$ cat config.mk
export PLATFORM = sky130hd
export DESIGN_NAME = plc_top
export DESIGN_NICKNAME = d
export VERILOG_FILES = /design/src/include/plc_pkg.sv /design/src/rtl/plc_port_regs.sv /design/src/rtl/plc_top.sv
export VERILOG_INCLUDE_DIRS = /design/src /design/src/include
export SDC_FILE = /design/constraint.sdc
export NUM_CORES = 1
export LEC_CHECK = 0
export ABC_AREA = 1
export BUFFER_PORTS_ARGS = -buffer_cell sky130_fd_sc_hd__clkbuf_2
export CORE_ASPECT_RATIO = 0.5
export CORE_MARGIN = 1.5
export CORE_UTILIZATION = 53
export DETAILED_ROUTE_END_ITERATION = 8
export HOLD_SLACK_MARGIN = 0.05
export PLACE_DENSITY = 0.87
export SLEW_MARGIN = 20
export SYNTH_ARGS = -nofsm -noshare
export SYNTH_HDL_FRONTEND = slang
export SYNTH_SLANG_ARGS = --single-unit
$ cat constraint.sdc
create_clock -name clk_in -period 8.38 [get_ports clk_in]
set_input_delay 1.257 -clock clk_in [delete_from_list [all_inputs] [get_ports clk_in]]
set_output_delay 1.257 -clock clk_in [all_outputs]
set_load 0.02 [all_outputs]
$ cat src/include/plc_cfg.svh
/*
 * Offsets, field positions, reset values and masks of the per-port lookup control registers.
 * Assumes a 16-bit register address whose upper nibble is the port number.
 */
`ifndef PLC_CFG_SVH
`define PLC_CFG_SVH

`define PLC_NUM_PORTS      7
`define PLC_FIRST_PORT     3'h1
`define PLC_LAST_PORT      3'h7
`define PLC_NUM_TREES      8

`define PLC_OFS_CTRL       12'hB00
`define PLC_OFS_PTR        12'hB01
`define PLC_OFS_STATE      12'hB04

`define PLC_CTRL_NULL_VID  7
`define PLC_CTRL_ING_FILT  6
`define PLC_CTRL_NON_PVID  5
`define PLC_CTRL_MAC_AUTH  4
`define PLC_CTRL_SA_FILT   3
`define PLC_CTRL_RST       8'h00
`define PLC_CTRL_WMASK     8'hFA

`define PLC_PTR_RST        8'h00
`define PLC_PTR_LSB        0
`define PLC_PTR_MSB        2

`define PLC_ST_TX_EN       2
`define PLC_ST_RX_EN       1
`define PLC_ST_LRN_DIS     0
`define PLC_ST_RST         3'h6
`define PLC_ST_WIDTH       3

`define PLC_RD_UNMAPPED    8'h00

`endif

$ cat src/include/plc_pkg.sv
/*
 * Types shared by the port lookup control register bank.
 * Assumes plc_cfg.svh is on the include path.
 */
`include "plc_cfg.svh"

package plc_pkg;
  typedef logic [2:0]                plc_port_t;
  typedef logic [2:0]                plc_tree_t;
  typedef logic [11:0]               plc_vid_t;
  typedef logic [47:0]               plc_mac_t;
  typedef logic [15:0]               plc_addr_t;
  typedef logic [7:0]                plc_byte_t;
  typedef logic [`PLC_ST_WIDTH-1:0]  plc_tstate_t;
endpackage

$ cat src/rtl/plc_port_regs.sv
/*
 * One port's copy of the lookup control, tree pointer and eight tree-instance states.
 * Assumes the parent decodes the address and gives one-cycle write strobes.
 */
`include "plc_cfg.svh"

module plc_port_regs (
  input  wire logic                     clk_in,
  input  wire logic                     rst_in,
  input  wire logic                     wr_ctrl_in,
  input  wire logic                     wr_ptr_in,
  input  wire logic                     wr_state_in,
  input  wire plc_pkg::plc_byte_t       wdata_in,
  output plc_pkg::plc_byte_t            ctrl_out,
  output plc_pkg::plc_byte_t            ptr_out,
  output logic [3*`PLC_NUM_TREES-1:0]   states_out
);
  import plc_pkg::*;

  plc_byte_t   ctrl_ff;
  plc_byte_t   ptr_ff;
  plc_tstate_t state_ff [`PLC_NUM_TREES];
  plc_tree_t   sel_w;

  assign sel_w    = ptr_ff[`PLC_PTR_MSB:`PLC_PTR_LSB];
  assign ctrl_out = ctrl_ff;
  assign ptr_out  = ptr_ff;

  // Reserved read-only bits never store, so they read back as zero
  always_ff @(posedge clk_in or posedge rst_in) begin
    if (rst_in) begin
      ctrl_ff <= `PLC_CTRL_RST;
      ptr_ff  <= `PLC_PTR_RST;
    end else begin
      if (wr_ctrl_in) ctrl_ff <= wdata_in & `PLC_CTRL_WMASK;
      if (wr_ptr_in)  ptr_ff  <= wdata_in;
    end
  end

  genvar t;
  generate
    for (t = 0; t < `PLC_NUM_TREES; t++) begin : g_tree
      always_ff @(posedge clk_in or posedge rst_in) begin
        if (rst_in) begin
          state_ff[t] <= `PLC_ST_RST;
        end else if (wr_state_in && sel_w == 3'(t)) begin
          state_ff[t] <= wdata_in[`PLC_ST_WIDTH-1:0];
        end
      end
      assign states_out[3*t +: 3] = state_ff[t];
    end
  endgenerate
endmodule // plc_port_regs

$ cat src/rtl/plc_top.sv
/*
 * Per-port address lookup control registers for ports 1 to 7 and the frame
 * decisions they steer: lookup VID, ingress drops, learning and transmit permission.
 * Assumes register and lookup requests come from logic on clk_in, one per cycle.
 */
// How it works
// - Tagged VID zero uses zero or PVID
// - Ingress filtering drops non-member port frames
// - Optionally drop frames whose VID differs PVID
// - MAC 802.1X bit enables engine authentication
// - Drop frames sourced from switch's own MAC
// - Self filtering needs port and global enables
// - Three-bit pointer selects one of eight instances
// - State access reaches only pointed instance
// - Transmit enable, reset one, gates transmission
// - Receive enable, reset one, gates reception
// - Learning disable, reset zero, stops learning
`include "plc_cfg.svh"

module plc_top (
  input  wire logic                 clk_in,
  input  wire logic                 rst_in,
  // Register access port
  input  wire plc_pkg::plc_addr_t   reg_addr_in,
  input  wire logic                 reg_wr_in,
  input  wire logic                 reg_rd_in,
  input  wire plc_pkg::plc_byte_t   reg_wdata_in,
  output plc_pkg::plc_byte_t        reg_rdata_out,
  output logic                      reg_rvalid_out,
  // Ingress lookup request
  input  wire logic                 lk_valid_in,
  input  wire plc_pkg::plc_port_t   lk_port_in,
  input  wire logic                 lk_tagged_in,
  input  wire plc_pkg::plc_vid_t    lk_vid_in,
  input  wire plc_pkg::plc_vid_t    lk_pvid_in,
  input  wire logic [6:0]           lk_member_in,
  input  wire plc_pkg::plc_tree_t   lk_tree_in,
  input  wire plc_pkg::plc_mac_t    lk_sa_in,
  input  wire plc_pkg::plc_mac_t    sw_mac_in,
  input  wire logic                 sa_filt_global_in,
  // Ingress lookup answer
  output logic                      lk_done_out,
  output plc_pkg::plc_vid_t         lk_vid_out,
  output logic                      lk_drop_out,
  output logic                      lk_learn_out,
  output logic                      lk_auth_out,
  // Egress permission query
  input  wire plc_pkg::plc_port_t   tx_port_in,
  input  wire plc_pkg::plc_tree_t   tx_tree_in,
  output logic                      tx_allow_out
);
  import plc_pkg::*;

  plc_byte_t                    ctrl_w   [1:`PLC_NUM_PORTS];
  plc_byte_t                    ptr_w    [1:`PLC_NUM_PORTS];
  logic [3*`PLC_NUM_TREES-1:0]  states_w [1:`PLC_NUM_PORTS];

  // Address decode: upper nibble picks the port, lower twelve bits the register
  plc_port_t   acc_port_w;
  logic [11:0] acc_ofs_w;
  logic        port_ok_w;
  logic        hit_ctrl_w;
  logic        hit_ptr_w;
  logic        hit_state_w;
  logic        wr_ctrl_w;
  logic        wr_ptr_w;
  logic        wr_state_w;

  assign acc_port_w  = reg_addr_in[14:12];
  assign acc_ofs_w   = reg_addr_in[11:0];
  assign port_ok_w   = (reg_addr_in[15] == 1'b0) && (acc_port_w != 3'h0);
  assign hit_ctrl_w  = port_ok_w && acc_ofs_w == `PLC_OFS_CTRL;
  assign hit_ptr_w   = port_ok_w && acc_ofs_w == `PLC_OFS_PTR;
  assign hit_state_w = port_ok_w && acc_ofs_w == `PLC_OFS_STATE;
  // Writes to unmapped offsets or ports fall through with no effect
  assign wr_ctrl_w   = reg_wr_in && hit_ctrl_w;
  assign wr_ptr_w    = reg_wr_in && hit_ptr_w;
  assign wr_state_w  = reg_wr_in && hit_state_w;

  genvar p;
  generate
    for (p = 1; p <= `PLC_NUM_PORTS; p++) begin : g_port
      logic sel_w;
      assign sel_w = acc_port_w == 3'(p);
      plc_port_regs u_regs (
        .clk_in      (clk_in),
        .rst_in      (rst_in),
        .wr_ctrl_in  (sel_w && wr_ctrl_w),
        .wr_ptr_in   (sel_w && wr_ptr_w),
        .wr_state_in (sel_w && wr_state_w),
        .wdata_in    (reg_wdata_in),
        .ctrl_out    (ctrl_w[p]),
        .ptr_out     (ptr_w[p]),
        .states_out  (states_w[p])
      );
    end
  endgenerate

  // Read mux; the state register shows only the pointed instance
  plc_byte_t   rd_ctrl_w;
  plc_byte_t   rd_ptr_w;
  plc_tree_t   rd_tree_w;
  plc_tstate_t rd_state_w;
  logic [3*`PLC_NUM_TREES-1:0] rd_states_w;
  plc_byte_t   nxt_rdata;
  plc_byte_t   rdata_ff;
  logic        rvalid_ff;

  assign rd_ctrl_w  = port_ok_w ? ctrl_w[acc_port_w] : `PLC_RD_UNMAPPED;
  assign rd_ptr_w   = port_ok_w ? ptr_w[acc_port_w] : `PLC_RD_UNMAPPED;
  assign rd_tree_w  = rd_ptr_w[`PLC_PTR_MSB:`PLC_PTR_LSB];
  assign rd_states_w = port_ok_w ? states_w[acc_port_w] : '0;
  assign rd_state_w  = rd_states_w[3*rd_tree_w +: 3];
  assign nxt_rdata  = hit_ctrl_w  ? rd_ctrl_w :
                      hit_ptr_w   ? rd_ptr_w :
                      hit_state_w ? {5'h00, rd_state_w} :
                                    `PLC_RD_UNMAPPED;

  // Read data stay registered until the next read, so a slow reader still sees them
  always_ff @(posedge clk_in or posedge rst_in) begin
    if (rst_in) begin
      rdata_ff  <= `PLC_RD_UNMAPPED;
      rvalid_ff <= 1'b0;
    end else begin
      rvalid_ff <= reg_rd_in;
      if (reg_rd_in) rdata_ff <= nxt_rdata;
    end
  end

  assign reg_rdata_out  = rdata_ff;
  assign reg_rvalid_out = rvalid_ff;

  // Ingress lookup decision
  logic        lk_port_ok_w;
  plc_byte_t   lk_ctrl_w;
  plc_tstate_t lk_state_w;
  logic [3*`PLC_NUM_TREES-1:0] lk_states_w;
  plc_port_t   lk_mbit_w;
  logic        null_tag_w;
  plc_vid_t    eff_vid_w;
  logic        not_member_w;
  logic        bad_pvid_w;
  logic        self_sa_w;
  logic        rx_block_w;
  logic        nxt_drop;
  logic        nxt_learn;

  assign lk_port_ok_w = lk_port_in != 3'h0;
  assign lk_ctrl_w    = lk_port_ok_w ? ctrl_w[lk_port_in] : `PLC_CTRL_RST;
  // Port zero reads an all-zero state, so its frames also count as blocked
  assign lk_states_w  = lk_port_ok_w ? states_w[lk_port_in] : '0;
  assign lk_state_w   = lk_states_w[3*lk_tree_in +: 3];
  // Port zero would index past the membership vector, so it is steered to bit 0
  assign lk_mbit_w    = lk_port_ok_w ? lk_port_in - 3'h1 : 3'h0;
  assign null_tag_w   = lk_tagged_in && lk_vid_in == 12'h000;
  // Untagged frames classify to the port default VID as well
  assign eff_vid_w    = (!lk_tagged_in || (null_tag_w && !lk_ctrl_w[`PLC_CTRL_NULL_VID]))
                        ? lk_pvid_in : lk_vid_in;
  assign not_member_w = lk_ctrl_w[`PLC_CTRL_ING_FILT] &&
                        !lk_member_in[lk_mbit_w];
  assign bad_pvid_w   = lk_ctrl_w[`PLC_CTRL_NON_PVID] && eff_vid_w != lk_pvid_in;
  assign self_sa_w    = lk_ctrl_w[`PLC_CTRL_SA_FILT] && sa_filt_global_in &&
                        lk_sa_in == sw_mac_in;
  assign rx_block_w   = !lk_state_w[`PLC_ST_RX_EN];
  // A port number of zero does not exist, so its frames are dropped
  assign nxt_drop     = !lk_port_ok_w || not_member_w || bad_pvid_w ||
                        self_sa_w || rx_block_w;
  // Dropped frames still teach addresses unless reception is blocked, learning is disabled or the port is zero
  assign nxt_learn    = lk_port_ok_w && !rx_block_w &&
                        !lk_state_w[`PLC_ST_LRN_DIS];

  // Answer fields hold until the next request; done marks a fresh one
  logic      done_ff;
  plc_vid_t  vid_ff;
  logic      drop_ff;
  logic      learn_ff;
  logic      auth_ff;

  always_ff @(posedge clk_in or posedge rst_in) begin
    if (rst_in) begin
      done_ff  <= 1'b0;
      vid_ff   <= 12'h000;
      drop_ff  <= 1'b0;
      learn_ff <= 1'b0;
      auth_ff  <= 1'b0;
    end else begin
      done_ff <= lk_valid_in;
      if (lk_valid_in) begin
        vid_ff   <= eff_vid_w;
        drop_ff  <= nxt_drop;
        learn_ff <= nxt_learn;
        auth_ff  <= lk_ctrl_w[`PLC_CTRL_MAC_AUTH];
      end
    end
  end

  assign lk_done_out  = done_ff;
  assign lk_vid_out   = vid_ff;
  assign lk_drop_out  = drop_ff;
  assign lk_learn_out = learn_ff;
  assign lk_auth_out  = auth_ff;

  // Egress permission, one cycle after the query
  logic                        tx_port_ok_w;
  plc_port_t                   tx_sel_port_w;
  logic [3*`PLC_NUM_TREES-1:0] tx_states_w;
  plc_tstate_t                 tx_state_w;
  logic                        nxt_tx_allow;
  logic                        tx_allow_ff;

  assign tx_port_ok_w  = tx_port_in != 3'h0;
  // Port zero is steered to a real copy to keep the index in range; its answer stays 0
  assign tx_sel_port_w = tx_port_ok_w ? tx_port_in : `PLC_FIRST_PORT;
  assign tx_states_w   = states_w[tx_sel_port_w];
  assign tx_state_w    = tx_states_w[3*tx_tree_in +: 3];
  assign nxt_tx_allow  = tx_port_ok_w && tx_state_w[`PLC_ST_TX_EN];

  always_ff @(posedge clk_in or posedge rst_in) begin
    if (rst_in) tx_allow_ff <= 1'b0;
    else        tx_allow_ff <= nxt_tx_allow;
  end

  assign tx_allow_out = tx_allow_ff;
endmodule // plc_top

# Word level (Yosys, flattened, before mapping)
# Index checks and enable logic that the tools add are counted.
# totals
wordCells	300
register_bits	292
out_inout_bits	26
# classes
add_sub_neg	1
reduce_logical	115
muxes	31
bitwise_logic	4
n_mul	3
shift	3
magnitude_cmp	4
eq_ne	61
# op_table
operator	count
24-bit binary-select mux with 3-bit select	3
24-bit 2-to-1 mux	8
3-bit == test, second input constant	32
1-bit logical AND	93
8-bit 2-to-1 mux	11
8-bit binary-select mux with 3-bit select	3
3-bit by 2-bit == test with 1-bit output, second input constant	16
48-bit == test	1
24-bit by 6-bit indexed part select with 3-bit output	2
12-bit == test, second input constant	3
3-bit by 1-bit == test with 1-bit output, second input constant	8
24-bit by 6-bit indexed part select with 2-bit output	1
3-bit zero test	7
2-bit by 3-bit multiplier with 5-bit output, first input constant	3
4-bit greater-or-equal comparator, second input constant	3
12-bit zero test	1
12-bit 2-to-1 mux	1
12-bit inequality test	1
3-bit inverter with 4-bit output	3
3-bit 2-to-1 mux	3
3-bit nonzero test	3
1-bit zero test	6
1-bit logical OR	5
3-bit by 4-bit < comparator with 1-bit output, second input constant	1
4 further kinds	4

# Logic depth before layout (Yosys ltp)
# depth
ltp_word	14
mapped_depth	17
depth_no_buf	16

# Modules after synthesis
# From an unflattened synthesis, not the netlist that was laid out.
# hier_totals
cells_unflattened	2544
hier_area_um2	17540.6
# by_module_without_submodules
module	area_each_um2	instances	cells_per_inst
plc_port_regs	1574.0	7	186
plc_top	6522.5	1	1242

# Worst setup path before layout
# Ideal clock, no wire load.
# synth_path
path_type	input to register
from	input port lk_port_in[0]
to	register learn_ff (netlist: lk_learn_out)
setup_slack_ps	5634
arrival_ps	2628
required_ps	8262
cell_stages	13
path_cell_list	buf_2 > inv_1 > nand2_1 > clkbuf_1 > o22ai_1 > a21oi_1 > o211ai_1 > nand3_1 > nand3_1 > nand3_1 > nand2_1 > nand3b_1 > nand2_1
# synth_via
elab_chain_cells	8
# synth_rtl
item	line	rtl
start: declaration	plc_top.sv:32	input wire plc_pkg::plc_port_t lk_port_in,
3-bit inverter with 4-bit output (implied by the code)	plc_top.sv:151	assign lk_states_w = lk_port_ok_w ? states_w[lk_port_in] : '0;
24-bit binary-select mux with 3-bit select	plc_top.sv:151	
24-bit 2-to-1 mux (implied by the code) (2 in a row)	plc_top.sv:151	
24-bit 2-to-1 mux	plc_top.sv:151	
24-bit by 6-bit indexed part select with 2-bit output	plc_top.sv:152	assign lk_state_w = lk_states_w[3*lk_tree_in +: 3];
1-bit logical AND or 1-bit zero test (tied branches)	plc_top.sv:169, plc_top.sv:170	
1-bit logical AND (*)	plc_top.sv:169	assign nxt_learn = lk_port_ok_w && !rx_block_w &&
end signal: assignment	plc_top.sv:191	learn_ff <= nxt_learn;
end: declaration	plc_top.sv:176	logic learn_ff;
# Mark *: on every way between the ends. The rest lies on a longest branch, timed or not. The select of a mux whose other input is x is not followed.
# A chain may end at the register's enable or synchronous reset.

# Worst setup path in the final report
# layout_path
from	input port lk_port_in[1]
to	register drop_ff (netlist: lk_drop_out)
# layout_via
elab_chain_cells	14
# layout_rtl
item	line	rtl
3-bit inverter with 4-bit output (implied by the code)	plc_top.sv:149, plc_top.sv:151	
8-bit binary-select mux with 3-bit select	plc_top.sv:149	assign lk_ctrl_w = lk_port_ok_w ? ctrl_w[lk_port_in] : `PLC_CTRL_RST;
8-bit 2-to-1 mux (implied by the code) (2 in a row)	plc_top.sv:149	
8-bit 2-to-1 mux (no source line)	n/a	
1-bit zero test	plc_top.sv:157	assign eff_vid_w = (!lk_tagged_in || (null_tag_w && !lk_ctrl_w[`PLC_CTRL_NULL_VID]))
1-bit logical AND	plc_top.sv:157	
1-bit logical OR	plc_top.sv:157	
12-bit 2-to-1 mux	plc_top.sv:157	
12-bit inequality test	plc_top.sv:161	assign bad_pvid_w = lk_ctrl_w[`PLC_CTRL_NON_PVID] && eff_vid_w != lk_pvid_in;
1-bit logical AND	plc_top.sv:161	
1-bit logical OR (2 in a row)	plc_top.sv:166	assign nxt_drop = !lk_port_ok_w || not_member_w || bad_pvid_w ||
1-bit logical OR (*)	plc_top.sv:167	self_sa_w || rx_block_w;
end signal: assignment	plc_top.sv:190	drop_ff <= nxt_drop;
end: declaration	plc_top.sv:175	logic drop_ff;
# Marked as above.

==> results summary <==
The run finished with clean final reports. The starting density of the core came out at 54.6%. The net switching power came out at 811 µW. The post-detailed-placement half-perimeter wirelength came out at 39.9 mm. In the final routed layout, each cell accounts on average for 20.9 µm.

During synthesis, Yosys emitted a total of 0 warnings. Data on the critical path arrives at its endpoint at 4.26 ns. The largest net degree at the start of global routing is 172. Of all cell types, the one taking the most synthesized area is sky130_fd_sc_hd__dfrtp_1. For this run, the leading register cell type out of synthesis is sky130_fd_sc_hd__dfrtp_1. A synthesized cell averages 7.43 µm². Clock tree synthesis inserted a total of 27 buffers.

The final antenna-violating net count is 0. The critical path goes through clkbuf_2 > inv_1 > nand3_1 > nand3_1 > nand2_1 > nand3_1 > nand2_1 > inv_1 > nand3_1 > nand3_1 > nor2_1 > nand2_1 > nand2_1 > a21oi_1. The count of H-tree levels built during CTS came out at 1. The switching share of total power came out at 26.2%. The horizontal die dimension is 249 µm. Derived from the worst setup path, the maximum achievable clock frequency is 0.262 GHz. The cell area after synthesis came out at 16100 µm². The path class of the tightest hold or removal check is reg2reg. CTS placed an instance of sky130_fd_sc_hd__clkbuf_16 at the clock tree root. Summing all non-filler instances in the final layout gives an area of 18300 µm². The design internal power came out at 2290 µW. The clock-pin slew of the registers on the worst-case setup and hold paths is 0.07 ns. The measured slew at the worst slew-check pin is 0.944 ns. The clock tree from TritonCTS is done. The share of synthesized flip-flops with an asynchronous set or reset is 100%. The endpoint required time on the critical path came out at 8.82 ns. The number of design rule violations left after detail routing is 0. The combinational share of power is 10.5%. The placed instances occupy a cell area of 17300 µm². The count of nets after finishing came out at 2479. Synthesis produced a netlist with a net count of 2336. For this design the ratio of total power to cell area is 170 nW/µm². The share of the Yosys chip area taken by registers is 46.3%. The synthesized design contains 292 register bits.

The max-slew violation count is 0. After detailed routing, the number of vias per cell comes to 6.23. The I/O pin count is 196. The final routed wirelength across all metal layers came out at 56.8 mm. The filler-free cell count of the finished design came out at 2721.

The final-layout fill cell count came out at 2500. The clock latency reported for the late side of the worst-skew pair is 0.56 ns. In the synthesized netlist, the number of instances is 2166. The most repeated library cell on the critical path is sky130_fd_sc_hd__nand3_1. The count of endpoints failing hold in the final timing report came out at 0. The floorplan step defined a die boundary enclosing 31500 µm². The number of sinks handled by clock tree synthesis came out at 292. The number of synthesized flops with an enable pin came out at 0. The fraction of power consumed by sequential logic came out at 46.1%.

The number of antenna violations at the first check in global routing is 1. In this run the worst path has a maximum fanout of 23. The first detailed-routing pass ran for 9 iterations. The final period utilization is 45.6%. The static power due to leakage came out at 0.00789 µW. The residual overflow from global routing came out at 0. The worst setup path is captured at a register.

The number of violations reported at the end of detailed-routing iteration 0 came out at 2603. The worst slew margin relative to its limit came out at 37.1%. The site row count came out at 44.

The post-CTS resize count is 0. The count of buffers added on input and output ports is 195. Max-cap violations in this run came to 0.

The via count of the first global-routing pass is 15854. Counting along the longest clock path gives a buffer depth of 3. The number of instances in the placed design came out at 2671. The first global-routing pass estimated 88.3 mm of wire. The total negative setup slack is 0 ns. The die is 126 µm tall. The count of cell types in the netlist came out at 45. IR analysis of the VDD net gives a maximum drop of 0.116 mV.

Setup repair after global routing left no endpoint under its margin. The area added between synthesis and finish came out at 13.5%. The part of the total power dissipated in the clock network is 43.4%. The minimum period implied by the final worst setup slack came out at 3.82 ns. The worst setup path is of the in2reg kind. By area the synthesized netlist is led by sky130_fd_sc_hd__dfrtp_1, sky130_fd_sc_hd__dfstp_2, sky130_fd_sc_hd__nand2_1. The slowest stage of the critical path is the sky130_fd_sc_hd__nand2_1 cell. The area of the core came out at 29500 µm². The count of hold-fix buffers inserted at cts is 0. The fraction of layout instances using a drive strength above 1 is 17.0%. The final estimated routing congestion in global placement came out at 1.06.

The count of endpoints failing setup in the final report came out at 0. The post-CTS setup repair buffer count came out at 0. On the final layout, the worst clock skew is 0.0151 ns.

On the worst path, the slowest cell contributes a delay of 0.74 ns. In the global route stage, overall resource usage came out at 36.0%. The share of synthesized area in the top cell type comes to 28.0%. For this block, the via count after detailed routing is 16958. The startpoint type of the worst setup path is a primary input.
Yosys cell counts (all sizes together), types with 8 or more instances:
library cell and number:
clkbuf 69, nand2 656, dfstp 112, a221oi 8
nand4 33, buf 30, nor2 105, a22oi 32
o2111ai 10, o211ai 18, o21ai 378, o22ai 38
dfrtp 180, a21oi 80, xnor2 10, inv 189
o221ai 8, nor3 15, nand3 151
critical path, delay by kind of cell:
family / cells / cell delay, ns
buffers and inverters: 3 / 0.92
AND/OR/NAND/NOR: 10 / 2.00
AO/OA/AOI/OAI: 1 / 0.06
power by group through the flow:
stage	logic [µW]	clock network, µW	registers [µW]
floorplan	169	0	1470
global placement	310	0	1450
detailed placement	313	0	1450
CTS	314	1330	1430
global route	349	1400	1430
finish	325	1340	1430
path summary, 6_finish.rpt:
kind,from,to,slack (ns),cells past startpoint
max,lk_port_in[1],lk_drop_out$_DFFE_PP0P_,4.56,14
min,lk_vid_out[7]$_DFFE_PP0P_,lk_vid_out[7]$_DFFE_PP0P_,0.49,2
max reg2reg,g_port[7].u_regs.ctrl_out[7]$_DFFE_PP0P_,lk_drop_out$_DFFE_PP0P_,5.60,14
min reg2reg,lk_vid_out[7]$_DFFE_PP0P_,lk_vid_out[7]$_DFFE_PP0P_,0.49,2
max in group asynchronous,rst_in,g_port[2].u_regs.ptr_out[0]$_DFFE_PP0P_,6.14,3
min in group asynchronous,rst_in,g_port[4].u_regs.ctrl_out[1]$_DFFE_PP0P_,0.86,2
registers in the layout (all words and copies together) (netlist names):
| register | cells |
|---|---|
| lk_learn_out | 1 |
| tx_allow_out | 1 |
| lk_vid_out | 12 |
| g_port.u_regs.ptr_out | 56 |
| lk_drop_out | 1 |
| lk_auth_out | 1 |
| reg_rdata_out | 8 |
| lk_done_out | 1 |
| g_port.u_regs.ctrl_out | 42 |
| g_port.u_regs.states_out | 168 |
| reg_rvalid_out | 1 |
logic make-up (layout without fill, tap and decap cells):
kind of cell	count (synthesis)	after routing	share of synthesized area, %
other cells	0	1	0
simple gates	968	968	25.1
compound gates	600	600	20.9
buf+inv	292	455	6.98
xor+xnor	14	14	0.762
flops	292	292	46.3
layout by cell type, fill, tap and decap left out, drive strengths merged, types with 4 or more instances in the layout:
master	n
clkinvlp	5
a21oi	80
dfrtp	180
a31oi	6
nor2	105
o211ai	18
bufinv	5
a22o	5
nand4	33
xnor2	10
clkinv	11
a22oi	32
o2111ai	10
buf	18
o221ai	8
a221oi	8
inv	187
nor3	15
o21ai	378
o22ai	38
nand3	151
clkbuf	229
dfstp	112
or2	4
xor2	4
nand2	656
per-stage QoR:
stage / setup WS [ns] / utilization [%] / total power (µW) / hold WS, ns
after floorplan: 3.34 / - / 1630 / 0.453
after global placement: 4.21 / 58.8 / 1760 / 0.464
after detailed placement: 4.13 / 58.8 / 1770 / 0.473
after CTS: 4.70 / 62.0 / 3080 / 0.485
after global routing: 4.20 / 62.0 / 3180 / 0.501
final: 4.56 / 62.0 / 3100 / 0.486
layout make-up:
cell class                 count  area, µm²  share of cell area, %
tap                          391        489                   2.68
timing repair buffer         213       1130                   6.17
clock inverter                15        210                   1.15
sequential                   292       7450                   40.8
multi-input combinational   1582       7530                   41.2
antenna                        1       2.50                 0.0137
inverter                     193        728                   3.99
clock buffer                  34        732                   4.01
routing by layer:
| metal | track usage [%] | up-vias | part of all wire [%] |
|---|---|---|---|
| met5 | 0 | - | 0 |
| met2 | 52.4 | 1281 | 41 |
| li1 | - | 7578 | - |
| met4 | 15.6 | 0 | 5.4 |
| met1 | 48.5 | 7788 | 39 |
| met3 | 12.8 | 311 | 14 |
Power figures use the tool's default switching activity.
